[config.mk]
export PLATFORM = sky130hd
export DESIGN_NAME = ncis_status
export DESIGN_NICKNAME = d
export VERILOG_FILES = /design/src/rtl/ncis_pkg.sv /design/src/rtl/ncis_apb_slave.sv /design/src/rtl/ncis_status.sv
export SDC_FILE = /design/constraint.sdc
export NUM_CORES = 1
export LEC_CHECK = 0
export ABC_AREA = 1
export BUFFER_PORTS_ARGS = -buffer_cell sky130_fd_sc_hd__clkbuf_2
export CORE_ASPECT_RATIO = 0.6
export CORE_MARGIN = 3
export CORE_UTILIZATION = 40
export CTS_CLUSTER_SIZE = 28
export DETAILED_ROUTE_END_ITERATION = 10
export PLACE_DENSITY = 0.74
export RECOVER_POWER = 100
export SLEW_MARGIN = 40
export SYNTH_ARGS = -nofsm -noshare
export SYNTH_HDL_FRONTEND = slang
export SYNTH_SLANG_ARGS = --single-unit
[constraint.sdc]
create_clock -name clk -period 1.36 [get_ports clk]
set_input_delay 0.136 -clock clk [delete_from_list [all_inputs] [get_ports clk]]
set_output_delay 0.136 -clock clk [all_outputs]
set_load 0.03 [all_outputs]
[src/rtl/ncis_pkg.sv]
// Operation
// - writing one clears a status flag; writing zero leaves it; reset-status flag excepted.
// - interrupt stays high while any unmasked flag is set.
// - every interrupt source can be masked individually by the mask register.
// - bit 0 sets on a packet received without error.
// - bit 1 sets on a packet transmitted without error.
// - bit 2 sets on CRC, alignment, overrun or missed-packet receive errors.
// - bit 3 sets on excessive collisions or transmit underrun.
// - bit 4 sets when the receive ring is exhausted.
// - bit 5 sets when any tally counter MSB becomes set.
// - bit 6 sets when a host DMA operation completes.
// - bit 7 sets on entering reset state, clears on a go command.
// - bit 7 also sets on ring overflow, clears when packets are removed.
// - host writes to the status register never alter the reset-status flag.
// - the reset-status flag never raises the interrupt.
// - mask bit one enables its same-position flag; zero disables it.
// - the mask register powers up all zero.
// - halt command enters reset state; completion shown by reset-status flag.
package ncis_pkg;

  // ==========================================================
  // register map (index, byte address is four times the index)
  localparam logic [7:0] CMD_IDX    = 8'h00;
  localparam logic [7:0] STATUS_IDX = 8'h07;
  localparam logic [7:0] MASK_IDX   = 8'h0F;
  localparam logic [7:0] CMD_ADDR    = {CMD_IDX[5:0], 2'b00};
  localparam logic [7:0] STATUS_ADDR = {STATUS_IDX[5:0], 2'b00};
  localparam logic [7:0] MASK_ADDR   = {MASK_IDX[5:0], 2'b00};

  // ==========================================================
  // status bit positions
  localparam int RX_OK_FLAG          = 0;
  localparam int TX_OK_FLAG          = 1;
  localparam int RX_FAULT_FLAG       = 2;
  localparam int TX_FAULT_FLAG       = 3;
  localparam int RING_FULL_FLAG      = 4;
  localparam int TALLY_OVERFLOW_FLAG = 5;
  localparam int HOST_DMA_DONE_FLAG  = 6;
  localparam int RESET_STATUS_FLAG   = 7;
  localparam int NUM_IRQ_FLAGS       = 7;

  // ==========================================================
  // command bits and reset values
  localparam int HALT_COMMAND = 0;
  localparam int GO_COMMAND   = 1;
  localparam logic [7:0] STATUS_RESET = 8'h00;
  localparam logic [6:0] MASK_RESET   = 7'h00;
  localparam logic       HALT_RESET   = 1'b1;
  localparam logic       GO_RESET     = 1'b0;

  // ==========================================================
  // event pulses from the controller's engines
  typedef struct packed {
    logic rxOk;
    logic txOk;
    logic rxCrcErr;
    logic rxAlignErr;
    logic rxOverrun;
    logic rxMissed;
    logic txExcessColl;
    logic txUnderrun;
    logic ringExhausted;
    logic dmaDone;
    logic ringOverflow;
    logic packetRemoved;
  } ncis_event_t;

endpackage : ncis_pkg

[src/rtl/ncis_apb_slave.sv]
`timescale 1ns/1ps
module ncis_apb_slave #(
  parameter int ADDR_W = 8
) (
  // clock and reset
  input  wire logic              clk,
  input  wire logic              reset_n,
  // apb
  input  wire logic [ADDR_W-1:0] paddr,
  input  wire logic              psel,
  input  wire logic              penable,
  input  wire logic              pwrite,
  input  wire logic [31:0]       pwdata,
  output logic                   pready,
  output logic [31:0]            prdata,
  output logic                   pslverr,
  // register side
  input  wire logic [7:0]        cmdRd,
  input  wire logic [7:0]        statusRd,
  input  wire logic [7:0]        maskRd,
  output logic                   wrCmd,
  output logic                   wrStatus,
  output logic                   wrMask,
  output logic [7:0]             wrData
);

  // ==========================================================
  // decode
  function automatic logic hit(input logic [ADDR_W-1:0] a, input logic [7:0] reg_addr);
    hit = (a == ADDR_W'(reg_addr));
  endfunction : hit

  logic access;
  logic mapped;
  logic [7:0] rdValue;

  assign access   = psel & penable;
  assign mapped   = hit(paddr, ncis_pkg::CMD_ADDR) | hit(paddr, ncis_pkg::STATUS_ADDR) |
                    hit(paddr, ncis_pkg::MASK_ADDR);
  // writes land at the edge where pready is sampled high
  assign wrCmd    = access & pready & pwrite & hit(paddr, ncis_pkg::CMD_ADDR);
  assign wrStatus = access & pready & pwrite & hit(paddr, ncis_pkg::STATUS_ADDR);
  assign wrMask   = access & pready & pwrite & hit(paddr, ncis_pkg::MASK_ADDR);
  assign wrData   = pwdata[7:0];

  always_comb begin
    rdValue = 8'h00;
    if (hit(paddr, ncis_pkg::CMD_ADDR)) begin
      rdValue = cmdRd;
    end else if (hit(paddr, ncis_pkg::STATUS_ADDR)) begin
      rdValue = statusRd;
    end else if (hit(paddr, ncis_pkg::MASK_ADDR)) begin
      rdValue = maskRd;
    end
  end

  // ==========================================================
  // one wait state, answer registered
  always_ff @(posedge clk) begin
    if (!reset_n) begin
      pready  <= 1'b0;
      prdata  <= 32'h0000_0000;
      pslverr <= 1'b0;
    end else begin
      pready  <= access & ~pready;
      if (access & ~pready) begin
        prdata  <= pwrite ? 32'h0000_0000 : {24'h00_0000, rdValue};
        pslverr <= ~mapped;
      end else begin
        pslverr <= 1'b0;
      end
    end
  end

endmodule : ncis_apb_slave

[src/rtl/ncis_status.sv]
`timescale 1ns/1ps
module ncis_status #(
  parameter int ADDR_W    = 8,
  parameter int NUM_TALLY = 3
) (
  // clock and reset
  input  wire logic              clk,
  input  wire logic              reset_n,
  // apb
  input  wire logic [ADDR_W-1:0] paddr,
  input  wire logic              psel,
  input  wire logic              penable,
  input  wire logic              pwrite,
  input  wire logic [31:0]       pwdata,
  output logic                   pready,
  output logic [31:0]            prdata,
  output logic                   pslverr,
  // controller events
  input  wire ncis_pkg::ncis_event_t evIn,
  input  wire logic [NUM_TALLY-1:0]  tallyMsb,
  input  wire logic              engineIdle,
  // status outputs
  output logic                   irq,
  output logic                   offline,
  output logic                   haltCmd,
  output logic                   goCmd
);

  // ==========================================================
  // parameter checks
  generate
    if (ADDR_W < 8) begin : g_bad_addr
      $error("ADDR_W must be at least 8");
    end
    if (NUM_TALLY < 1) begin : g_bad_tally
      $error("NUM_TALLY must be at least 1");
    end
  endgenerate

  // ==========================================================
  // declarations
  logic [7:0]           status_reg;
  logic [7:0]           status_next;
  logic [6:0]           mask_reg;
  logic [NUM_TALLY-1:0] tallyPrev_reg;
  logic [7:0]           setVec;
  logic [7:0]           clrVec;
  logic                 wrCmd;
  logic                 wrStatus;
  logic                 wrMask;
  logic [7:0]           wrData;
  logic                 rxFault;
  logic                 txFault;
  logic                 tallyRise;
  logic                 enterOffline;
  logic                 goStart;
  logic                 rstSet;
  logic                 rstClr;
  logic                 offline_next;

  // ==========================================================
  // bus slave
  ncis_apb_slave #(
    .ADDR_W (ADDR_W)
  ) u_apb (
    .clk      (clk),
    .reset_n  (reset_n),
    .paddr    (paddr),
    .psel     (psel),
    .penable  (penable),
    .pwrite   (pwrite),
    .pwdata   (pwdata),
    .pready   (pready),
    .prdata   (prdata),
    .pslverr  (pslverr),
    .cmdRd    ({6'h00, goCmd, haltCmd}),
    .statusRd (status_reg),
    .maskRd   ({1'b0, mask_reg}),
    .wrCmd    (wrCmd),
    .wrStatus (wrStatus),
    .wrMask   (wrMask),
    .wrData   (wrData)
  );

  // ==========================================================
  // event gathering
  // receive error causes
  assign rxFault   = evIn.rxCrcErr | evIn.rxAlignErr | evIn.rxOverrun | evIn.rxMissed;
  assign txFault   = evIn.txExcessColl | evIn.txUnderrun;
  assign tallyRise = |(tallyMsb & ~tallyPrev_reg);

  always_ff @(posedge clk) begin
    if (!reset_n) begin
      tallyPrev_reg <= '0;
    end else begin
      tallyPrev_reg <= tallyMsb;
    end
  end

  always_comb begin
    setVec = 8'h00;
    setVec[ncis_pkg::RX_OK_FLAG]          = evIn.rxOk;
    setVec[ncis_pkg::TX_OK_FLAG]          = evIn.txOk;
    setVec[ncis_pkg::RX_FAULT_FLAG]       = rxFault;
    setVec[ncis_pkg::TX_FAULT_FLAG]       = txFault;
    setVec[ncis_pkg::RING_FULL_FLAG]      = evIn.ringExhausted;
    setVec[ncis_pkg::TALLY_OVERFLOW_FLAG] = tallyRise;
    setVec[ncis_pkg::HOST_DMA_DONE_FLAG]  = evIn.dmaDone;
    setVec[ncis_pkg::RESET_STATUS_FLAG]   = rstSet;
  end

  // ==========================================================
  // command register and reset state
  // go command detect
  assign goStart      = wrCmd & wrData[ncis_pkg::GO_COMMAND] & ~wrData[ncis_pkg::HALT_COMMAND];
  // halt enters reset state once idle
  assign offline_next = offline ? ~(~haltCmd & goCmd) : (haltCmd & engineIdle);
  assign enterOffline = offline_next & ~offline;

  always_ff @(posedge clk) begin
    if (!reset_n) begin
      haltCmd <= ncis_pkg::HALT_RESET;
      goCmd   <= ncis_pkg::GO_RESET;
    end else if (wrCmd) begin
      haltCmd <= wrData[ncis_pkg::HALT_COMMAND];
      goCmd   <= wrData[ncis_pkg::GO_COMMAND];
    end
  end

  always_ff @(posedge clk) begin
    if (!reset_n) begin
      offline <= 1'b0;
    end else begin
      offline <= offline_next;
    end
  end

  // ==========================================================
  // status flags
  // reset state and go command
  assign rstSet = enterOffline | evIn.ringOverflow;
  assign rstClr = goStart | evIn.packetRemoved;

  genvar gi;
  generate
    for (gi = 0; gi < ncis_pkg::NUM_IRQ_FLAGS; gi++) begin : g_flag
      assign clrVec[gi]      = wrStatus & wrData[gi];
      assign status_next[gi] = setVec[gi] | (status_reg[gi] & ~clrVec[gi]);
    end
  endgenerate

  // host write ignored for reset status
  assign clrVec[ncis_pkg::RESET_STATUS_FLAG]      = rstClr;
  assign status_next[ncis_pkg::RESET_STATUS_FLAG] = setVec[ncis_pkg::RESET_STATUS_FLAG] |
    (status_reg[ncis_pkg::RESET_STATUS_FLAG] & ~clrVec[ncis_pkg::RESET_STATUS_FLAG]);

  always_ff @(posedge clk) begin
    if (!reset_n) begin
      status_reg <= ncis_pkg::STATUS_RESET;
    end else begin
      status_reg <= status_next;
    end
  end

  // ==========================================================
  // mask and interrupt
  // mask powers up zero
  always_ff @(posedge clk) begin
    if (!reset_n) begin
      mask_reg <= ncis_pkg::MASK_RESET;
    end else if (wrMask) begin
      mask_reg <= wrData[6:0];
    end
  end

  always_ff @(posedge clk) begin
    if (!reset_n) begin
      irq <= 1'b0;
    end else begin
      irq <= |(status_reg[6:0] & mask_reg);
    end
  end

  // ==========================================================
  // checks
  property p_clear_one;
    @(posedge clk) disable iff (!reset_n)
    wrStatus |=> ((status_reg[6:0] & $past(wrData[6:0]) & ~$past(setVec[6:0])) == 7'h00);
  endproperty
  a_clear_one: assert property (p_clear_one)
    else $error("status flag not cleared by write of one");

  property p_keep_zero;
    @(posedge clk) disable iff (!reset_n)
    wrStatus |=> ((($past(status_reg[6:0]) & ~$past(wrData[6:0])) & ~status_reg[6:0]) == 7'h00);
  endproperty
  a_keep_zero: assert property (p_keep_zero)
    else $error("status flag lost on write of zero");

  property p_irq_level;
    @(posedge clk) disable iff (!reset_n)
    ##1 (irq == |($past(status_reg[6:0]) & $past(mask_reg)));
  endproperty
  a_irq_level: assert property (p_irq_level)
    else $error("interrupt does not follow masked flags");

  property p_masked_quiet;
    @(posedge clk) disable iff (!reset_n)
    (mask_reg == 7'h00) [*2] |-> !irq;
  endproperty
  a_masked_quiet: assert property (p_masked_quiet)
    else $error("interrupt raised with all sources masked");

  property p_rx_ok;
    @(posedge clk) disable iff (!reset_n)
    evIn.rxOk |=> status_reg[ncis_pkg::RX_OK_FLAG] ##1 (irq || !mask_reg[ncis_pkg::RX_OK_FLAG] || !reset_n);
  endproperty
  a_rx_ok: assert property (p_rx_ok)
    else $error("receive ok flag or interrupt missing");

  property p_rx_fault;
    @(posedge clk) disable iff (!reset_n)
    rxFault |=> status_reg[ncis_pkg::RX_FAULT_FLAG];
  endproperty
  a_rx_fault: assert property (p_rx_fault)
    else $error("receive fault flag not set");

  property p_tx_fault;
    @(posedge clk) disable iff (!reset_n)
    (evIn.txExcessColl || evIn.txUnderrun) |=> status_reg[ncis_pkg::TX_FAULT_FLAG];
  endproperty
  a_tx_fault: assert property (p_tx_fault)
    else $error("transmit fault flag not set");

  property p_dma_done;
    @(posedge clk) disable iff (!reset_n)
    evIn.dmaDone |=> status_reg[ncis_pkg::HOST_DMA_DONE_FLAG];
  endproperty
  a_dma_done: assert property (p_dma_done)
    else $error("dma done flag not set");

  property p_go_clears;
    @(posedge clk) disable iff (!reset_n)
    (goStart && !rstSet) |=> !status_reg[ncis_pkg::RESET_STATUS_FLAG];
  endproperty
  a_go_clears: assert property (p_go_clears)
    else $error("go command did not clear reset status");

  property p_overflow_sets;
    @(posedge clk) disable iff (!reset_n)
    evIn.ringOverflow |=> status_reg[ncis_pkg::RESET_STATUS_FLAG];
  endproperty
  a_overflow_sets: assert property (p_overflow_sets)
    else $error("ring overflow did not set reset status");

  property p_write_no_effect;
    @(posedge clk) disable iff (!reset_n)
    (wrStatus && !rstSet && !rstClr) |=> $stable(status_reg[ncis_pkg::RESET_STATUS_FLAG]);
  endproperty
  a_write_no_effect: assert property (p_write_no_effect)
    else $error("host write altered reset status");

  property p_rst_no_irq;
    @(posedge clk) disable iff (!reset_n)
    (status_reg[6:0] == 7'h00) [*2] |-> !irq;
  endproperty
  a_rst_no_irq: assert property (p_rst_no_irq)
    else $error("interrupt without unmasked low flag");

  property p_mask_reset;
    @(posedge clk)
    $rose(reset_n) |-> (mask_reg == 7'h00);
  endproperty
  a_mask_reset: assert property (p_mask_reset)
    else $error("mask not zero after reset");

  property p_halt_done;
    @(posedge clk) disable iff (!reset_n)
    (reset_n && haltCmd && !goCmd && engineIdle && !offline && !wrCmd) |=>
      offline && status_reg[ncis_pkg::RESET_STATUS_FLAG];
  endproperty
  a_halt_done: assert property (p_halt_done)
    else $error("halt did not signal reset status");

endmodule : ncis_status

==> run summary <==
status = finished clean
clk buf depth = 2
Synth area leaders = dfxtp_1 (38%), buf_4 (11%), nand2_1 (10%)
Placer Congestion = 0.797
final hold vios = 0
cts hold-fix bufs = 0
worst-case reg-to-reg path depth = 7
Via density = 4.42
post-DP HPWL = 2950 um
Setup-failing EPs final = 0
Layout fillers = 385
sink count of the clock tree = 32
initial core utilization = 0.437
Mapped Cells = 229
DR pass1 iterations = 4
crit path max fanout = 7
Nets = 346
commonest non-fill, non-tap cell in the layout = nand2_1
r2r setup slk = 0.12 ns
Startpoint Class = register
Setup Crit Path Kind = register to register
Crit path required time = 1.51 ns
dpl ws = 0.0726 ns
core region area = 3850 sq um
GRT Max-Usage Layer = met2
arrival time at the worst endpoint = 1.39 ns
worst reg2reg startpoint = u_apb.pready$_SDFF_PN0_
Worst Slack Setup Final = 0.123 ns
Port Buf Inserts = 49
Worst-path clk slew = 0.06 ns
Residual DRC = 0
VDD IR-drop max = 0.573 mV
register area share after synthesis = 0.381
floorplan die height = 56.2 um
clk root buf = clkbuf_8
vias in the first global route = 1,372
total number of vias = 1,513
Overall Power = 0.00204 W
chip width = 89.7 um
Yosys reg bits = 32
grt met2 use = 0.221
clock period minus worst slack = 1.24 ns
Die Area = 5040 sq um
Hold WC Path Type = primary input to register
FMAX = 808 MHz
Initial DRC Count = 61
Mapped Area = 1680 sq um
final period utilization = 0.910
Max-Cap Viols = 0
num ports = 99
PwrDens = 1010 nW/um^2
CTS tree = built
Pins Over Slew Limit = 0
largest area contributor in the netlist = dfxtp_1
global-route wire length before repair = 6020 um
met1 GRT Util = 0.197
reg2reg end = status_reg[0]$_SDFF_PN0_
P&R area growth vs syn = 19.3%
post-route ant nets = 0
TritonCTS buffer count = 5
Synth top area share = 0.381
worst skew pair latency = 0.28 ns
DR WL/cell = 10.8 um
Worst Setup End Kind = register
grt ovf = 0
Finished Core Util = 0.521
Mean Syn Cell Area = 7.34 sq um
# diodes = 0
H-Tree Depth = 2
fin cells = 342
Pleak = 0.982 nW
crit path launch = u_apb.pready$_SDFF_PN0_
met3 usage = 0.0568
most frequent cells in the layout = nand2_1 (45), clkbuf_2 (34), dfxtp_1 (31)
Total GRT Usage = 0.148
placed insts = 335
Synth cell types = 23
total wire length = 3700 um
Ys Warns = 0
row cnt = 17
largest net degree at the start of global routing = 15
initial antenna violation count = 0
CP Capture Point = status_reg[0]$_SDFF_PN0_
Max Clock Skew = 0.00494 ns
share of layout cells above drive strength 1 = 0.221
[Yosys cell counts (all sizes together)]
library cell  number
a221oi             2
buf               26
a211oi             1
nor2              22
nand3             25
nor4               1
nand2             49
a21oi             31
dfxtp             32
o21ai              8
conb               1
inv               27
nand4              1
clkbuf             3
[final cells by class]
type | count | area [sq um] | share of cell area
multi-input cells | 164 | 828 | 0.413
flip-flops and latches | 32 | 642 | 0.320
repair buffers | 55 | 268 | 0.133
inverters | 27 | 101 | 0.0505
clock buffers | 7 | 96.3 | 0.0480
well taps | 57 | 71.3 | 0.0355
[critical path: stages, from the launching register on]
cell and delay, ns:
dfxtp_2 0.37, nand2_1 0.10, nor2_4 0.15, inv_2 0.08, nor2_8 0.17, nand2_1 0.07
a21oi_1 0.12, nor2_1 0.05
[what timing repair did]
| action | 4_1_cts | 5_1_grt |
|---|---|---|
| gates resized for setup | 0 | 3 |
| setup endpoints to repair | 0 | 11 |
| setup buffers | 0 | 0 |
[report_power, final]
part / total (W) / switching [W] / internal, W
clock: 0.000774 / 0.000324 / 0.000450
combinational: 0.000280 / 0.000203 / 0.0000767
sequential: 0.000982 / 0.0000177 / 0.000964
total: 0.00204 / 0.000545 / 0.00149
[how the worst min path moves through the flow]
stage / start / cells after the start / slack (ns) / end
final: tallyMsb[0] / 3 / 0.05 / tallyPrev_reg[0]$_SDFF_PN0_
after global routing: tallyMsb[0] / 3 / 0.04 / tallyPrev_reg[0]$_SDFF_PN0_
after CTS: tallyMsb[0] / 3 / 0.04 / tallyPrev_reg[0]$_SDFF_PN0_
after detailed placement: tallyMsb[0] / 3 / 0.34 / tallyPrev_reg[0]$_SDFF_PN0_
after global placement: tallyMsb[2] / 3 / 0.33 / tallyPrev_reg[2]$_SDFF_PN0_
after floorplan: tallyMsb[0] / 2 / 0.23 / tallyPrev_reg[0]$_SDFF_PN0_
[kinds of logic after synthesis]
family,share of synthesized area
other,0.00223
buffers and inverters,0.187
AO/OA/AOI/OAI,0.131
AND/OR/NAND/NOR,0.298
flip-flops,0.381
[routing by layer]
metal / routed length [um] / vias to the layer above / part of all wire
met3: 233 / 5 / 0.063
met2: 1530 / 45 / 0.41
li1: - / 803 / -
met1: 1890 / 660 / 0.51
met4: 44 / 0 / 0.012
met5: 0 / - / 0
[per-stage QoR]
step	hold WS, ns	instance area, sq um	setup TNS [ns]
global route	0.0444	2010	-0.0203
floorplan	0.229	1770	0
detailed placement	0.339	1920	0
CTS	0.0411	2010	0
finish	0.0470	2010	0
global placement	0.333	1920	0
Power figures use the tool's default switching activity.
